==> src/hdl/dhc_pkg.sv <==
// shared constants of the dual host coupler control
// assumes one system clock; no other package is needed
package dhc_pkg;
    // ------------------------------------------------------------
    // function code layout
    // ------------------------------------------------------------
    localparam int CODE_W = 12;
    localparam int OP_LSB = 8;
    localparam int OP_W = 4;
    localparam int N_W = 8;
    localparam logic [3:0] OP_MISC = 4'h0;
    localparam logic [3:0] OP_SET_FLAG = 4'h1;
    localparam logic [3:0] OP_CLR_FLAG = 4'h2;
    localparam logic [3:0] OP_SET_MASK = 4'h4;
    localparam logic [3:0] OP_CLR_MASK = 4'h8;
    // primary op zero operands
    localparam logic [7:0] PN_ARM_NRUN = 8'h01;
    localparam logic [7:0] PN_DIS_NRUN = 8'h02;
    localparam logic [7:0] PN_ARM_RW = 8'h04;
    localparam logic [7:0] PN_DIS_RW = 8'h08;
    // secondary op zero bit positions
    localparam int SB_CLEAR = 0;
    localparam int SB_CLRINT = 1;
    localparam int SB_DATA_INT = 2;
    localparam int SB_EOP_INT = 3;
    localparam int SB_ALARM_INT = 4;
    localparam int SB_START_IN = 5;
    localparam int SB_STOP = 6;
    localparam int SB_PACK = 7;
    // ------------------------------------------------------------
    // secondary address word layout
    // ------------------------------------------------------------
    localparam int ADDR_W = 11;
    localparam int DIR_BIT = 0;
    localparam int UNIT_LSB = 7;
    localparam int UNIT_W = 4;
    // ------------------------------------------------------------
    // peer_status_word bit positions
    // ------------------------------------------------------------
    localparam int ST_P_READ = 0;
    localparam int ST_P_WRITE = 1;
    localparam int ST_INT = 2;
    localparam int ST_DATA = 3;
    localparam int ST_DONE = 4;
    localparam int ST_PERR = 5;
    localparam int ST_P_RUN = 6;
    localparam int ST_GUARD = 7;
    localparam int ST_FLAG_LSB = 8;
    localparam int WORD_W = 16;
    localparam int PDATA_W = 12;
    localparam int CHAR_LO = 6;
    localparam int PACK_HI_LSB = 8;
    localparam logic [7:0] FLAGS_RST = 8'h00;
    localparam logic [7:0] MASK_RST = 8'h00;
    localparam int BUF_DEPTH = 2;
endpackage : dhc_pkg

==> src/hdl/dhc_coupler_ctrl.sv <==
// control core of the two-computer coupler: flags, masks, interrupts, packing, status
// assumes inputs from pins are asynchronous; the ten control and strobe pins are synchronised here, code, data and address buses are not;
// strobes from the channels are level requests held until acknowledged
//
// Operation
// - primary code is 4-bit op, 8-bit operand
// - bad parity primary code: no execution, error
// - primary ops set/clear flags or primary mask
// - primary op0 arms/disarms secondary-not-running interrupt
// - primary op0 arms/disarms secondary read/write interrupt
// - mask and flag both one interrupts owner
// - respond only when unit field matches switch
// - direction bit picks data or code/status
// - secondary ops set/clear flags or secondary mask
// - bit0 clears all secondary state and mask
// - bit1 clears selections, responses, packing mode
// - clear first, then apply bits 2-7
// - data interrupt; next data reply drops response
// - transfer_done interrupt on transfer termination
// - alarm interrupt on parity error or not running
// - start input signals primary secondary will read
// - stop transfer signals end, sets done status
// - packing routes primary bits 6-11 to 8-13
// - packing zeroes top two bits per character
// - status word layout, flags in upper byte
// - done sets on read drop or on write drop with buffer empty, clears on start
// - guard accepts only protected instructions except status
`timescale 1ns/1ps
module dhc_coupler_ctrl (
    input wire logic mclk,
    input wire logic rst,
    // primary side
    input wire logic pCodeStrobe,
    input wire logic [11:0] pCode,
    input wire logic pCodeParityOk,
    input wire logic pConnected,
    input wire logic pReading,
    input wire logic pWriting,
    input wire logic pRunning,
    input wire logic pParityErr,
    input wire logic pDataValid,
    input wire logic [11:0] pData,
    output logic pDataReady,
    output logic pReply,
    output logic pReject,
    output logic pParityErrOut,
    output logic pInterrupt,
    output logic pSecReadSignal,
    output logic pStopSignal,
    // secondary side
    input wire logic sRequest,
    input wire logic sZeroSelect,
    input wire logic [10:0] sAddr,
    input wire logic sIsOutput,
    input wire logic sProtect,
    input wire logic [15:0] sWriteData,
    input wire logic sRunning,
    input wire logic [3:0] unitSwitch,
    input wire logic guardSwitch,
    output logic sReply,
    output logic sReject,
    output logic [15:0] sReadData,
    output logic sInterrupt,
    output logic sReadingOut,
    output logic sWritingOut,
    output logic sDataOutValid,
    output logic [15:0] sDataOut,
    input wire logic sDataOutReady
);
    // ------------------------------------------------------------
    // synchronisers for pin inputs
    // ------------------------------------------------------------
    localparam int NSYNC = 10;
    logic [NSYNC-1:0] syncIn, sync1Q, sync2Q;
    assign syncIn = {pCodeStrobe, pReading, pWriting, pRunning, pParityErr, sRequest, sRunning,
                     guardSwitch, pConnected, pDataValid};
    always_ff @(posedge mclk) begin
        if (rst) begin
            sync1Q <= '0;
            sync2Q <= '0;
        end else begin
            sync1Q <= syncIn;
            sync2Q <= sync1Q;
        end
    end
    logic pStrobeS, pReadS, pWriteS, pRunS, pPerrS, sReqS, sRunS, guardS, pConnS, pDValS;
    assign {pStrobeS, pReadS, pWriteS, pRunS, pPerrS, sReqS, sRunS, guardS, pConnS, pDValS} = sync2Q;

    // ------------------------------------------------------------
    // state
    // ------------------------------------------------------------
    typedef struct packed {
        logic [7:0] flags;
        logic [7:0] pMask;
        logic [7:0] sMask;
        logic armNrun;
        logic armRw;
        logic dataSel;
        logic eopSel;
        logic alarmSel;
        logic dataResp;
        logic eopResp;
        logic alarmResp;
        logic pack;
        logic done;
        logic secRead;
        logic secWrite;
        logic pStrobeSeen;
        logic sReqSeen;
        logic pRead1;
        logic pWrite1;
        logic pReply;
        logic pReject;
        logic pPerrOut;
        logic pInt;
        logic pStop;
        logic sReply;
        logic sReject;
        logic [15:0] sReadData;
        logic sInt;
    } dhc_state_type;
    dhc_state_type s_q, s_d;

    // ------------------------------------------------------------
    // code decoders and data buffer
    // ------------------------------------------------------------
    logic pExec, sExec;
    logic [7:0] pFs, pFc, pMs, pMc, pN, sFs, sFc, sMs, sMc, sN;
    logic pMisc, sMisc;
    dhc_code_decode u_pdec (
        .strobe(pExec),
        .code(pCode),
        .flagSet(pFs),
        .flagClr(pFc),
        .maskSet(pMs),
        .maskClr(pMc),
        .miscValid(pMisc),
        .operand(pN)
    );
    dhc_code_decode u_sdec (
        .strobe(sExec),
        .code(sWriteData[dhc_pkg::CODE_W-1:0]),
        .flagSet(sFs),
        .flagClr(sFc),
        .maskSet(sMs),
        .maskClr(sMc),
        .miscValid(sMisc),
        .operand(sN)
    );

    // packing: each 6-bit character lands in the low bits of an 8-bit lane
    function automatic logic [15:0] route_data(input logic [11:0] d, input logic pk);
        logic [15:0] r;
        r = {4'h0, d};
        if (pk) begin
            r = '0;
            r[dhc_pkg::CHAR_LO-1:0] = d[dhc_pkg::CHAR_LO-1:0];
            r[dhc_pkg::PACK_HI_LSB +: dhc_pkg::CHAR_LO] = d[dhc_pkg::PDATA_W-1:dhc_pkg::CHAR_LO];
        end
        return r;
    endfunction : route_data

    logic bufInReady, bufEmpty, bufFlush;
    dhc_skid_buf u_buf (
        .mclk(mclk),
        .rst(rst),
        .flush(bufFlush),
        .inValid(pDValS && pConnS),
        .inReady(bufInReady),
        .inData(route_data(pData, s_q.pack)),
        .outValid(sDataOutValid),
        .outReady(sDataOutReady),
        .outData(sDataOut),
        .empty(bufEmpty)
    );

    // ------------------------------------------------------------
    // next state
    // ------------------------------------------------------------
    logic unitHit, dirBit, accept, secData, newReq;
    logic [7:0] sN2;
    always_comb begin
        s_d = s_q;
        sN2 = sN;
        // bad parity blocks execution and the reply, and raises the parity error
        pExec = pStrobeS && !s_q.pStrobeSeen && pConnS && pCodeParityOk;
        s_d.pStrobeSeen = pStrobeS;
        s_d.pReply = pExec;
        s_d.pReject = 1'b0;
        s_d.pPerrOut = pStrobeS && !s_q.pStrobeSeen && pConnS && !pCodeParityOk;
        // secondary addressing
        newReq = sReqS && !s_q.sReqSeen;
        s_d.sReqSeen = sReqS;
        unitHit = sZeroSelect && (sAddr[dhc_pkg::UNIT_LSB +: dhc_pkg::UNIT_W] == unitSwitch);
        dirBit = sAddr[dhc_pkg::DIR_BIT];
        accept = newReq && unitHit && (!guardS || sProtect || (dirBit && !sIsOutput));
        sExec = accept && dirBit && sIsOutput;
        secData = accept && !dirBit;
        s_d.sReply = accept;
        s_d.sReject = newReq && unitHit && !accept;
        if (accept && dirBit && !sIsOutput) begin
            s_d.sReadData = {s_q.flags, guardS, pRunS, pPerrS, s_q.done, !bufEmpty, s_q.sInt, pWriteS,
                             pReadS};
        end else if (secData && !sIsOutput) begin
            s_d.sReadData = sDataOut;
        end
        // flags: both sides at once, set wins
        s_d.flags = (s_q.flags & ~(pFc | sFc)) | pFs | sFs;
        s_d.pMask = (s_q.pMask & ~pMc) | pMs;
        if (pMisc) begin
            if (pN == dhc_pkg::PN_ARM_NRUN) s_d.armNrun = 1'b1;
            if (pN == dhc_pkg::PN_DIS_NRUN) s_d.armNrun = 1'b0;
            if (pN == dhc_pkg::PN_ARM_RW) s_d.armRw = 1'b1;
            if (pN == dhc_pkg::PN_DIS_RW) s_d.armRw = 1'b0;
        end
        if (!sMisc) sN2 = '0;
        s_d.sMask = (s_q.sMask & ~sMc) | sMs;
        // clears first, then bits 2-7
        if (sN2[dhc_pkg::SB_CLEAR]) begin
            s_d.sMask = dhc_pkg::MASK_RST;
            s_d.done = 1'b0;
            s_d.secRead = 1'b0;
            s_d.secWrite = 1'b0;
        end
        if (sN2[dhc_pkg::SB_CLEAR] || sN2[dhc_pkg::SB_CLRINT]) begin
            {s_d.dataSel, s_d.eopSel, s_d.alarmSel} = 3'h0;
            {s_d.dataResp, s_d.eopResp, s_d.alarmResp} = 3'h0;
            s_d.pack = 1'b0;
        end
        if (sN2[dhc_pkg::SB_DATA_INT]) s_d.dataSel = 1'b1;
        if (sN2[dhc_pkg::SB_EOP_INT]) s_d.eopSel = 1'b1;
        if (sN2[dhc_pkg::SB_ALARM_INT]) s_d.alarmSel = 1'b1;
        if (sN2[dhc_pkg::SB_PACK]) s_d.pack = 1'b1;
        if (sN2[dhc_pkg::SB_START_IN]) begin
            s_d.secRead = 1'b1;
            s_d.done = 1'b0;
        end
        if (secData && sIsOutput && !s_q.secWrite) begin
            s_d.secWrite = 1'b1;
            s_d.done = 1'b0;
        end
        s_d.pStop = sN2[dhc_pkg::SB_STOP];
        if (sN2[dhc_pkg::SB_STOP]) begin
            s_d.secRead = 1'b0;
            s_d.secWrite = 1'b0;
            s_d.done = 1'b1;
        end
        // done on any read drop or write drop with buffer empty
        s_d.pRead1 = pReadS;
        s_d.pWrite1 = pWriteS;
        if ((s_q.pRead1 && !pReadS) || (s_q.pWrite1 && !pWriteS && bufEmpty)) s_d.done = 1'b1;
        // responses; a same-cycle bit0/bit1 clear beats a new event unless bits 2-4 reselect, a data reply beats a new data event
        if (s_d.dataSel && (sDataOutValid || bufInReady)) s_d.dataResp = 1'b1;
        if (secData) s_d.dataResp = 1'b0;
        if (s_d.eopSel && s_d.done && !s_q.done) s_d.eopResp = 1'b1;
        if (s_d.alarmSel && (pPerrS || !pRunS)) s_d.alarmResp = 1'b1;
        s_d.sInt = s_q.dataResp || s_q.eopResp || s_q.alarmResp || |(s_q.sMask & s_q.flags);
        s_d.pInt = |(s_q.pMask & s_q.flags) || (s_q.armNrun && !sRunS)
                   || (s_q.armRw && (s_q.secRead || s_q.secWrite));
        bufFlush = sN2[dhc_pkg::SB_CLEAR];
    end

    always_ff @(posedge mclk) begin
        if (rst) begin
            s_q <= '0;
            s_q.flags <= dhc_pkg::FLAGS_RST;
        end else begin
            s_q <= s_d;
        end
    end

    // ------------------------------------------------------------
    // outputs
    // ------------------------------------------------------------
    assign pDataReady = bufInReady;
    assign pReply = s_q.pReply;
    assign pReject = s_q.pReject;
    assign pParityErrOut = s_q.pPerrOut;
    assign pInterrupt = s_q.pInt;
    assign pSecReadSignal = s_q.secRead;
    assign pStopSignal = s_q.pStop;
    assign sReply = s_q.sReply;
    assign sReject = s_q.sReject;
    assign sReadData = s_q.sReadData;
    assign sInterrupt = s_q.sInt;
    assign sReadingOut = s_q.secRead;
    assign sWritingOut = s_q.secWrite;
endmodule : dhc_coupler_ctrl

==> src/hdl/dhc_code_decode.sv <==
// decoder for one 12-bit function code into flag and mask set/clear vectors
// assumes the code is qualified by a one-cycle strobe on the same clock
`timescale 1ns/1ps
module dhc_code_decode (
    input wire logic strobe,
    input wire logic [11:0] code,
    output logic [7:0] flagSet,
    output logic [7:0] flagClr,
    output logic [7:0] maskSet,
    output logic [7:0] maskClr,
    output logic miscValid,
    output logic [7:0] operand
);
    logic [3:0] op;
    always_comb begin
        op = code[dhc_pkg::OP_LSB +: dhc_pkg::OP_W];
        operand = code[dhc_pkg::N_W-1:0];
        flagSet = '0;
        flagClr = '0;
        maskSet = '0;
        maskClr = '0;
        miscValid = 1'b0;
        // unknown op values fall through with all set/clear vectors and miscValid zero
        if (strobe) begin
            case (op)
                dhc_pkg::OP_SET_FLAG: flagSet = operand;
                dhc_pkg::OP_CLR_FLAG: flagClr = operand;
                dhc_pkg::OP_SET_MASK: maskSet = operand;
                dhc_pkg::OP_CLR_MASK: maskClr = operand;
                dhc_pkg::OP_MISC: miscValid = 1'b1;
                default: miscValid = 1'b0;
            endcase
        end
    end
endmodule : dhc_code_decode

==> src/hdl/dhc_skid_buf.sv <==
// two-entry buffer with valid/ready on both sides
// assumes a single clock and synchronous active-high reset
`timescale 1ns/1ps
module dhc_skid_buf (
    input wire logic mclk,
    input wire logic rst,
    input wire logic flush,
    input wire logic inValid,
    output logic inReady,
    input wire logic [15:0] inData,
    output logic outValid,
    input wire logic outReady,
    output logic [15:0] outData,
    output logic empty
);
    typedef struct packed {
        logic [1:0][15:0] mem;
        logic rdIdx;
        logic wrIdx;
        logic [1:0] count;
    } dhc_buf_type;
    dhc_buf_type s_q, s_d;
    logic doWr, doRd;
    always_comb begin
        doWr = inValid && (s_q.count != 2'(dhc_pkg::BUF_DEPTH));
        doRd = outReady && (s_q.count != 2'h0);
        s_d = s_q;
        if (doWr) begin
            s_d.mem[s_q.wrIdx] = inData;
            s_d.wrIdx = ~s_q.wrIdx;
        end
        if (doRd) begin
            s_d.rdIdx = ~s_q.rdIdx;
        end
        s_d.count = 2'(s_q.count + {1'b0, doWr} - {1'b0, doRd});
        if (flush) begin
            s_d.rdIdx = 1'b0;
            s_d.wrIdx = 1'b0;
            s_d.count = 2'h0;
        end
    end
    always_ff @(posedge mclk) begin
        if (rst) begin
            s_q <= '0;
        end else begin
            s_q <= s_d;
        end
    end
    assign inReady = (s_q.count != 2'(dhc_pkg::BUF_DEPTH));
    assign outValid = (s_q.count != 2'h0);
    assign outData = s_q.mem[s_q.rdIdx];
    assign empty = (s_q.count == 2'h0);
endmodule : dhc_skid_buf

==> config.mk <==
export PLATFORM = sky130hd
export DESIGN_NAME = dhc_coupler_ctrl
export DESIGN_NICKNAME = d
export VERILOG_FILES = /design/src/hdl/dhc_pkg.sv /design/src/hdl/dhc_coupler_ctrl.sv /design/src/hdl/dhc_code_decode.sv /design/src/hdl/dhc_skid_buf.sv
export SDC_FILE = /design/constraint.sdc
export NUM_CORES = 1
export LEC_CHECK = 0
export BUFFER_PORTS_ARGS = -buffer_cell sky130_fd_sc_hd__buf_2
export CAP_MARGIN = 20
export CORE_UTILIZATION = 45
export CTS_BUF_LIST = sky130_fd_sc_hd__clkbuf_8
export CTS_CLUSTER_SIZE = 30
export DETAILED_ROUTE_END_ITERATION = 7
export MAX_ROUTING_LAYER = met4
export PLACE_DENSITY = 0.72
export SETUP_SLACK_MARGIN = 0.15
export SYNTH_ARGS = -nofsm -noshare
export SYNTH_HDL_FRONTEND = slang
export SYNTH_SLANG_ARGS = --single-unit
==> constraint.sdc <==
create_clock -name mclk -period 1.9 [get_ports mclk]
set_input_delay 0.38 -clock mclk [delete_from_list [all_inputs] [get_ports mclk]]
set_output_delay 0.38 -clock mclk [all_outputs]
set_load 0.01 [all_outputs]
==> impl_metrics.json, run 1 <==
{
  "status": "finished, final reports clean",
  "clock_sinks": 115,
  "mostFrequentLayoutCell": "dfxtp_1",
  "cts_buffers": 17,
  "synth_flop_cell": "dfxtp_1",
  "ys_seq_elements": 115,
  "cp-start-kind": "register",
  "die_area_um2": 11900,
  "fillers": 930,
  "synth_top_family_by_area": "simple AND/OR/NAND/NOR gates",
  "finish.net_count": 735,
  "hold_ws_ns": 0.159,
  "die_w_um": 109,
  "utilization_pct": 59.3,
  "clk_pin_slew_worst_paths_ns": 0.07,
  "antenna_found_initial": 0,
  "vias_per_cell": 5.49,
  "clockBufferDepth": 2,
  "wl_per_cell_um": 16.1,
  "finalSetupTns_ns": 0,
  "crit_chain": "buf_8, mux2_4, buf_6",
  "stdcell_area_um2": 6510,
  "slowest_stage": "dfxtp_4",
  "postCtsHoldBufs": 0,
  "vias": 4471,
  "synthMuxAreaShare_pct": 11.2,
  "powerDensity_nw_per_um2": 888,
  "synth.area.top_cells": "dfxtp_1 (45%), mux2i_1 (6.4%), mux2_2 (4.8%), a21oi_1 (4.7%), nor2_1 (4.5%)",
  "syn-mean-instance-area_um2": 9.28,
  "syn_inst": 554,
  "ant_nets": 0,
  "relSlewSlack_pct": 57.3,
  "area_growth_pct": 26.7,
  "slowest_delay_ns": 0.40,
  "overflow": 0,
  "setup_viol": 0,
  "numPortBuffers": 103,
  "max_freq_mhz": 549,
  "grt_pass1_wl_um": 20800,
  "yosysWarnings": 0,
  "layout-drive-gt1-share_pct": 30.3,
  "maxSlewViolCount": 0,
  "synth-compound-area-share_pct": 14.3,
  "synthDistinctLibCells": 55,
  "grt_max_degree": 62,
  "skew_ns": 0.0136,
  "dr.pass1.iters": 5,
  "synthArstFlopShare_pct": 0,
  "tritoncts": "built",
  "worst_pin_slew_ns": 0.640,
  "mostFrequentLayoutCells": "dfxtp_1 (114), buf_2 (88), nor2_1 (62)",
  "r2r_slack_ns": 0.20,
  "multiInputGateArea_um2": 2580,
  "htreeDepth": 4,
  "placed_cell_area_um2": 5790,
  "drc": 0,
  "finalHoldViolCount": 0,
  "vdd_ir_drop_max_v": 0.000590,
  "start_util_pct": 46.8,
  "synth_top_area_share_pct": 44.8,
  "hold_path.class": "in2reg",
  "p_leak_nw": 2.76,
  "synth_edf_count": 0,
  "crit_fanout": 7,
  "insertedDiodeCount": 0,
  "cts-root-buf": "clkbuf_8",
  "max-cap-violations": 0,
  "netlist_area_um2": 5140,
  "worst_setup_path_end_kind": "output port",
  "finalWirelength_um": 13100,
  "place.gp.congestion": 0.866,
  "period_minus_slack_ns": 1.82,
  "std_cell_rows": 38,
  "min_period_over_period_pct": 95.9,
  "grt_setup_unrepaired": "yes",
  "synthSimpleGateAreaFrac_pct": 20.0,
  "critPathArrivalTime_ns": 1.44,
  "ff_latch_area_um2": 2310,
  "synth_xor_xnor_area_share_pct": 1.95,
  "ys_seq_area_share_pct": 44.8,
  "clkLatencyLatePin_ns": 0.43,
  "core_area_um2": 11000,
  "grt_use_total_pct": 23.9,
  "yosys.area.top_type": "dfxtp_1",
  "crit_type": "reg2out",
  "grt_pass1_vias": 4405,
  "dieHeight_um": 109,
  "cp.required_ns": 1.52,
  "synthAdderAreaFrac_pct": 0.487,
  "pin_count": 117,
  "hpwl_um": 9220,
  "drtIter0Drc": 325
}
-- per-stage QoR --
stage / setup slack, ns / cells / power [mW]
after floorplan: 0.124 / 556 / 2.90
after global placement: 0.0796 / 771 / 3.12
after detailed placement: 0.0204 / 771 / 3.13
after CTS: 0.0500 / 812 / 5.83
after global routing: 0.0210 / 814 / 6.00
final: 0.0777 / 814 / 5.78
-- synth_stat cells (all sizes together) (7+ instances only) --
cell type / instances
mux2i: 33
nand2: 36
nor4: 8
nand2b: 8
a211o: 8
buf: 32
dfxtp: 115
clkbuf: 19
o21ai: 16
a32o: 7
a221o: 8
mux2: 22
nor2b: 29
inv: 23
a21oi: 48
nor2: 62
xnor2: 7
nand3: 16
-- layout make-up --
| class | instances | area share (%) |
|---|---|---|
| clock buffer | 20 | 4.23 |
| timing repair buffer | 137 | 13.8 |
| tap | 140 | 2.69 |
| sequential | 115 | 35.4 |
| clock inverter | 12 | 2.86 |
| multi-input combinational | 367 | 39.7 |
| inverter | 23 | 1.33 |
-- final timing paths --
check / from / end / cells past startpoint
setup / recovery: u_buf.s_q[3]$_SDFFE_PP0P_ / sDataOut[7] / 3
hold / removal: pReading / sync1Q[8]$_SDFF_PP0_ / 2
hold reg to reg: sync1Q[0]$_SDFF_PP0_ / sync2Q[0]$_SDFF_PP0_ / 1
setup reg to reg: u_buf.s_q[3]$_SDFFE_PP0P_ / sReadData[6]$_SDFFE_PP0P_ / 7
-- cells by family after synthesis --
family | count (synthesis)
AND/OR/NAND/NOR | 188
flip-flops | 115
AO/OA/AOI/OAI | 111
buffers and inverters | 74
multiplexers | 55
XOR/XNOR | 8
adder cells (fa/ha/maj) | 2
other | 1
-- per-layer routing --
metal | track usage, % | vias up | share of wire, % | routed length (um)
met5 | - | - | 0 | 0
met1 | 28.3 | 2148 | 43 | 5630
met3 | 6.10 | 19 | 6.5 | 846
li1 | - | 2139 | - | -
met2 | 38.5 | 165 | 49 | 6440
met4 | 10.1 | 0 | 1.2 | 155
-- state kept, by name, summed over array words and instances (netlist names) --
name / cells
pInterrupt: 1
pParityErrOut: 1
pReply: 1
pSecReadSignal: 1
pStopSignal: 1
sInterrupt: 1
sReadData: 16
sReject: 1
sReply: 1
sWritingOut: 1
s_q: 38
sync1Q: 10
sync2Q: 10
u_buf.s_q: 32
-- repair_timing --
item                                    in CTS  in global routing
cloned                                       1                  0
endpoints found under the hold margin        0                  0
setup buffers                                8                  2
endpoints found under the setup margin      15                 26
resized for setup                           33                  2
-- critical path, delay by kind of cell (launching register included) --
family,cells,cell delay [ns]
buf+inv,2,0.29
flops,1,0.40
mux,1,0.33
-- report_power, final --
group	leakage [nW]	switching [mW]	internal [mW]
registers	0.932	0.0466	2.47
clock network	0.239	0.951	1.65
logic	1.59	0.346	0.323
No activity file was read; power rests on OpenSTA's default activity.
==> inputs of run 2 (changes only) <==
--- a/config.mk
+++ b/config.mk
@@ -7,6 +7,7 @@
 export LEC_CHECK = 0
 export BUFFER_PORTS_ARGS = -buffer_cell sky130_fd_sc_hd__buf_2
 export CAP_MARGIN = 20
+export CORE_MARGIN = 3
 export CORE_UTILIZATION = 45
 export CTS_BUF_LIST = sky130_fd_sc_hd__clkbuf_8
 export CTS_CLUSTER_SIZE = 30
==> run 2 against run 1 <==
Effect of this change: final area shrank 0.85%; sequential power about the same; die area grew 7.5%; via count up 0.34%; first-iteration DRC count grew 0.31%; routed wire length is 2.9% higher; flip-flop and latch count unchanged.
==> impl_metrics.json, run 2 (synthesis results as in run 1) <==
{
  "grt_setup_unrepaired": "yes",
  "rr_startpoint": "sync2Q[1]$_SDFF_PP0_",
  "overflow": 0,
  "hold_path.class": "in2reg",
  "cts_buffers": 17,
  "met2_usage_pct": 33.1,
  "cp.required_ns": 1.52,
  "grt-busiest-layer": "met2",
  "critPathArrivalTime_ns": 1.39,
  "powerDensity_nw_per_um2": 863,
  "vias_per_cell": 5.52,
  "cts-root-buf": "clkbuf_8",
  "slowest_stage": "dfxtp_4",
  "grt_pass1_wl_um": 20700,
  "crit_buf_inv": 2,
  "largest-register": "s_q",
  "crit_type": "reg2out",
  "finish.net_count": 734,
  "utilization_pct": 58.8,
  "die_w_um": 113,
  "clkLatencyLatePin_ns": 0.43,
  "period_minus_slack_ns": 1.77,
  "critical-path-top-delay-family": "flip-flops",
  "postCtsHoldBufs": 0,
  "start_util_pct": 46.8,
  "grt_pass1_vias": 4172,
  "finalSetupTns_ns": 0,
  "finalHoldViolCount": 0,
  "antenna_found_initial": 0,
  "grt_max_degree": 59,
  "p_leak_nw": 2.71,
  "clock_sinks": 115,
  "hpwl_um": 9590,
  "place.gp.congestion": 0.858,
  "area_growth_pct": 25.6,
  "pin_count": 117,
  "tritoncts": "built",
  "dp_cells": 772,
  "whs_path_depth": 2,
  "wl_per_cell_um": 16.5,
  "finalWirelength_um": 13400,
  "mostFrequentLayoutCells": "dfxtp_1 (114), buf_2 (88), nor2_1 (62)",
  "largest_register_ffs": 38,
  "setup_viol": 0,
  "insertedDiodeCount": 0,
  "mostFrequentLayoutCell": "dfxtp_1",
  "numPortBuffers": 103,
  "vdd_ir_drop_max_v": 0.000428,
  "drc": 0,
  "htreeDepth": 4,
  "hold_end": "sync1Q[7]$_SDFF_PP0_",
  "clockBufferDepth": 2,
  "layout-drive-gt1-share_pct": 30.6,
  "grt_use_total_pct": 21.2,
  "clk_pin_slew_worst_paths_ns": 0.07,
  "worst_setup_path_end_kind": "output port",
  "crit_chain": "buf_12, mux2_4, buf_6",
  "drtIter0Drc": 326,
  "vias": 4486,
  "skew_ns": 0.0138,
  "stdcell_count": 813,
  "hold_ws_ns": 0.150,
  "min_period_over_period_pct": 93.1,
  "max-cap-violations": 0,
  "r2r_end": "s_q[63]$_SDFF_PP0_",
  "crit_fanout": 8,
  "relSlewSlack_pct": 58.4,
  "cp-start-kind": "register",
  "reg2reg_depth": 7,
  "grt_use_met3_pct": 5.72,
  "power_mw": 5.57,
  "dieHeight_um": 113,
  "die_area_um2": 12700,
  "worst_pin_slew_ns": 0.624,
  "r2r_slack_ns": 0.25,
  "status": "finished, final reports clean",
  "max_freq_mhz": 565,
  "std_cell_rows": 38,
  "slowest_delay_ns": 0.37,
  "maxSlewViolCount": 0,
  "grtUsageMet1_pct": 26.3,
  "dr.pass1.iters": 5,
  "core_area_um2": 11000,
  "ant_nets": 0,
  "hp-start": "pWriting"
}
[run 2: cell count changes in the layout (fill, tap and decap cells not counted), sizes merged]
| cell | before | now |
|---|---|---|
| inv | 26 | 28 |
| clkinv | 2 | 1 |
| clkinvlp | 2 | 6 |
| bufinv | 5 | 3 |
| clkbuf | 20 | 17 |
| buf | 137 | 136 |
[run 2: per-stage QoR]
| stage | setup slack [ns] | instance area [um2] |
|---|---|---|
| after detailed placement | 0.00188 | 5790 |
| final | 0.130 | 6460 |
| after global routing | 0.0832 | 6460 |
| after floorplan | 0.124 | 5190 |
| after global placement | 0.0497 | 5790 |
| after CTS | 0.0597 | 6330 |
[run 2: per-layer routing]
metal | vias to the layer above | routed length, um
li1 | 2142 | -
met2 | 152 | 6490
met4 | 0 | 249
met5 | - | 0
met1 | 2176 | 5920
met3 | 16 | 789
[run 2: worst register-to-register path: cells and delay by family (launching register included)]
family                 cells  cell delay, ns
AND/OR/NAND/NOR            2            0.32
flip-flops                 1            0.39
buffers and inverters      2            0.38
AO/OA/AOI/OAI              3            0.44
[run 2: cell type report]
type                       count  area [um2]
inverter                      23        86.3
tap                          140         175
clock inverter                15         183
clock buffer                  17         234
timing repair buffer         136         886
fill                         936        4530
multi-input combinational    367        2590
sequential                   115        2310
[run 2: timing repair]
item	in CTS	in global routing
setup endpoints to repair	22	51
pin swaps	0	1
gates resized for setup	17	22
buffers inserted	6	3
[run 2: worst max path at each step]
stage / start / to / slack [ns] / cells after the start
6_report: u_buf.s_q[3]$_SDFFE_PP0P_ / sDataOut[10] / 0.13 / 3
5_1_grt: u_buf.s_q[3]$_SDFFE_PP0P_ / sDataOut[0] / 0.08 / 3
4_1_cts: u_buf.s_q[3]$_SDFFE_PP0P_ / sDataOut[9] / 0.06 / 3
3_5_place_dp: sWriteData[8] / s_q[63]$_SDFF_PP0_ / 0.002 / 7
3_3_place_gp: sWriteData[8] / s_q[58]$_SDFF_PP0_ / 0.05 / 7
2_1_floorplan: unitSwitch[1] / sReadData[10]$_SDFFE_PP0P_ / 0.12 / 6
[run 2: power by group]
group          switching (mW)  leakage (nW)  internal [mW]
Sequential             0.0352         0.932           2.47
Combinational           0.358          1.58          0.323
Clock                    1.09         0.193           1.31
Total                    1.48          2.71           4.10
==> inputs of run 3 (changes only) <==
--- a/config.mk
+++ b/config.mk
@@ -7,13 +7,15 @@
 export LEC_CHECK = 0
 export BUFFER_PORTS_ARGS = -buffer_cell sky130_fd_sc_hd__buf_2
 export CAP_MARGIN = 20
+export CELL_PAD_IN_SITES_DETAIL_PLACEMENT = 0
+export CELL_PAD_IN_SITES_GLOBAL_PLACEMENT = 2
 export CORE_MARGIN = 3
-export CORE_UTILIZATION = 45
+export CORE_UTILIZATION = 30
 export CTS_BUF_LIST = sky130_fd_sc_hd__clkbuf_8
 export CTS_CLUSTER_SIZE = 30
 export DETAILED_ROUTE_END_ITERATION = 7
 export MAX_ROUTING_LAYER = met4
-export PLACE_DENSITY = 0.72
+export PLACE_DENSITY = 0.78
 export SETUP_SLACK_MARGIN = 0.15
 export SYNTH_ARGS = -nofsm -noshare
 export SYNTH_HDL_FRONTEND = slang
==> run 3 against run 2 <==
Effect of this change: worst setup slack worse by 0.047 ns; sequential share of layout area is 0.66 points lower; flip-flop and latch count stayed put; final area is 1.9% higher; power is 4.6% lower; clock power is 13% lower; combinational power is 4.4% higher; first-iteration DRC count is 29% lower; die area is 47% higher; critical path type unchanged; largest cell class unchanged; highest routed layer unchanged.
==> impl_metrics.json, run 3 (synthesis results as in run 1) <==
{
  "start_util_pct": 30.8,
  "critPathCapture": "sDataOut[7]",
  "r2r_end": "s_q[56]$_SDFF_PP0_",
  "worst_setup_path_end_kind": "output port",
  "die_area_um2": 18700,
  "mostFrequentLayoutCell": "dfxtp_1",
  "mostFrequentLayoutCells": "dfxtp_1 (114), buf_2 (88), nor2_1 (62)",
  "pin_count": 117,
  "reg2reg_depth": 6,
  "finalSetupTns_ns": 0,
  "r2r_slack_ns": 0.29,
  "numPortBuffers": 103,
  "rr_startpoint": "s_q[27]$_SDFF_PP0_",
  "powerDensity_nw_per_um2": 808,
  "overflow": 0,
  "critPathLaunch": "u_buf.s_q[3]$_SDFFE_PP0P_",
  "grt_max_degree": 43,
  "worst_pin_slew_ns": 0.677,
  "period_minus_slack_ns": 1.82,
  "grt_use_total_pct": 16.2,
  "dr.pass1.iters": 5,
  "status": "finished, final reports clean",
  "max-cap-violations": 0,
  "cp-start-kind": "register",
  "area_growth_pct": 28.0,
  "largest-register": "s_q",
  "critPathArrivalTime_ns": 1.44,
  "drtIter0Drc": 230,
  "clock_sinks": 115,
  "die_w_um": 137,
  "skew_ns": 0.00984,
  "largest_register_ffs": 38,
  "cts_buffers": 17,
  "power_mw": 5.32,
  "fillers": 1716,
  "p_leak_nw": 2.76,
  "hpwl_um": 10600,
  "vdd_ir_drop_max_v": 0.000409,
  "vias": 4371,
  "cp.required_ns": 1.52,
  "dieHeight_um": 137,
  "dp_cells": 857,
  "tritoncts": "built",
  "place.gp.congestion": 0.851,
  "antenna_found_initial": 0,
  "vias_per_cell": 4.86,
  "min_period_over_period_pct": 95.6,
  "hold_path.class": "in2reg",
  "crit_fanout": 7,
  "grt_pass1_vias": 4277,
  "max_freq_mhz": 551,
  "core_area_um2": 16700,
  "insertedDiodeCount": 0,
  "finalWirelength_um": 14500,
  "finalHoldViolCount": 0,
  "whs_path_depth": 2,
  "std_cell_rows": 47,
  "maxSlewViolCount": 0,
  "layout-drive-gt1-share_pct": 31.1,
  "grt_pass1_wl_um": 22500,
  "clkLatencyLatePin_ns": 0.43,
  "crit_type": "reg2out",
  "drc": 0,
  "stdcell_count": 899,
  "cts-root-buf": "clkbuf_8",
  "clk_pin_slew_worst_paths_ns": 0.07,
  "wl_per_cell_um": 16.1,
  "clockBufferDepth": 2,
  "htreeDepth": 4,
  "setup_viol": 0,
  "relSlewSlack_pct": 54.8,
  "grt_setup_unrepaired": "yes",
  "ant_nets": 0,
  "finish.net_count": 742
}
run 3: cell count changes in the layout (fill, tap and decap cells not counted), moves of 3 or more:
cell	previous run	this run
buf_4	31	39
inv_6	4	0
clkinv_2	0	4
clkinvlp_4	6	0
clkbuf_8	17	25
bufinv_16	3	0
run 3: layout make-up:
type / count / area, um2 / share of cell area (%)
Inverter: 23 / 86.3 / 1.31
Sequential cell: 115 / 2310 / 35.1
Tap cell: 220 / 275 / 4.18
Clock buffer: 25 / 344 / 5.23
Multi-Input combinational cell: 367 / 2580 / 39.3
Timing Repair Buffer: 144 / 958 / 14.6
Clock inverter: 5 / 23.8 / 0.361
run 3: critical path, cell delays in order (launching register included):
cell,delay (ns)
dfxtp_4,0.40
buf_12,0.15
mux2_4,0.33
buf_6,0.13
run 3: power by group:
| group | internal (mW) | leakage [nW] | switching (mW) |
|---|---|---|---|
| Combinational | 0.346 | 1.63 | 0.364 |
| Clock | 1.15 | 0.201 | 0.940 |
| Sequential | 2.47 | 0.932 | 0.0474 |
| Total | 3.97 | 2.76 | 1.35 |
run 3: worst min path at each step:
stage / startpoint / slack [ns] / to
final: pCodeStrobe / 0.16 / sync1Q[9]$_SDFF_PP0_
after floorplan: sync1Q[0]$_SDFF_PP0_ / 0.41 / sync2Q[0]$_SDFF_PP0_
after CTS: pCodeStrobe / 0.12 / sync1Q[9]$_SDFF_PP0_
after detailed placement: sync1Q[9]$_SDFF_PP0_ / 0.43 / sync2Q[9]$_SDFF_PP0_
after global routing: pReading / 0.13 / sync1Q[8]$_SDFF_PP0_
after global placement: sync1Q[1]$_SDFF_PP0_ / 0.42 / sync2Q[1]$_SDFF_PP0_
run 3: repair_timing:
item / CTS / global route
pin swaps: 0 / 1
buffers inserted: 10 / 1
gates resized for setup: 31 / 3
setup endpoints to repair: 14 / 33
gates cloned: 1 / 0
hold buffers: 0 / 0
run 3: stage by stage:
step | setup slack (ns) | area, um2 | hold WS, ns | util, %
after floorplan | 0.124 | 5190 | 0.414 | -
after global placement | 0.0615 | 5940 | 0.422 | 35.6
after detailed placement | 0.0428 | 5940 | 0.426 | 35.6
after CTS | 0.0446 | 6560 | 0.121 | 39.3
after global routing | 0.0223 | 6580 | 0.132 | 39.4
final | 0.0838 | 6580 | 0.160 | 39.4
run 3: routing by layer:
metal	GRT usage, %	share of wire (%)	vias up
met1	20.6	46	2049
met3	3.71	5.4	29
met5	-	0	-
met2	24.3	46	143
li1	-	-	2150
met4	7.82	3.0	0
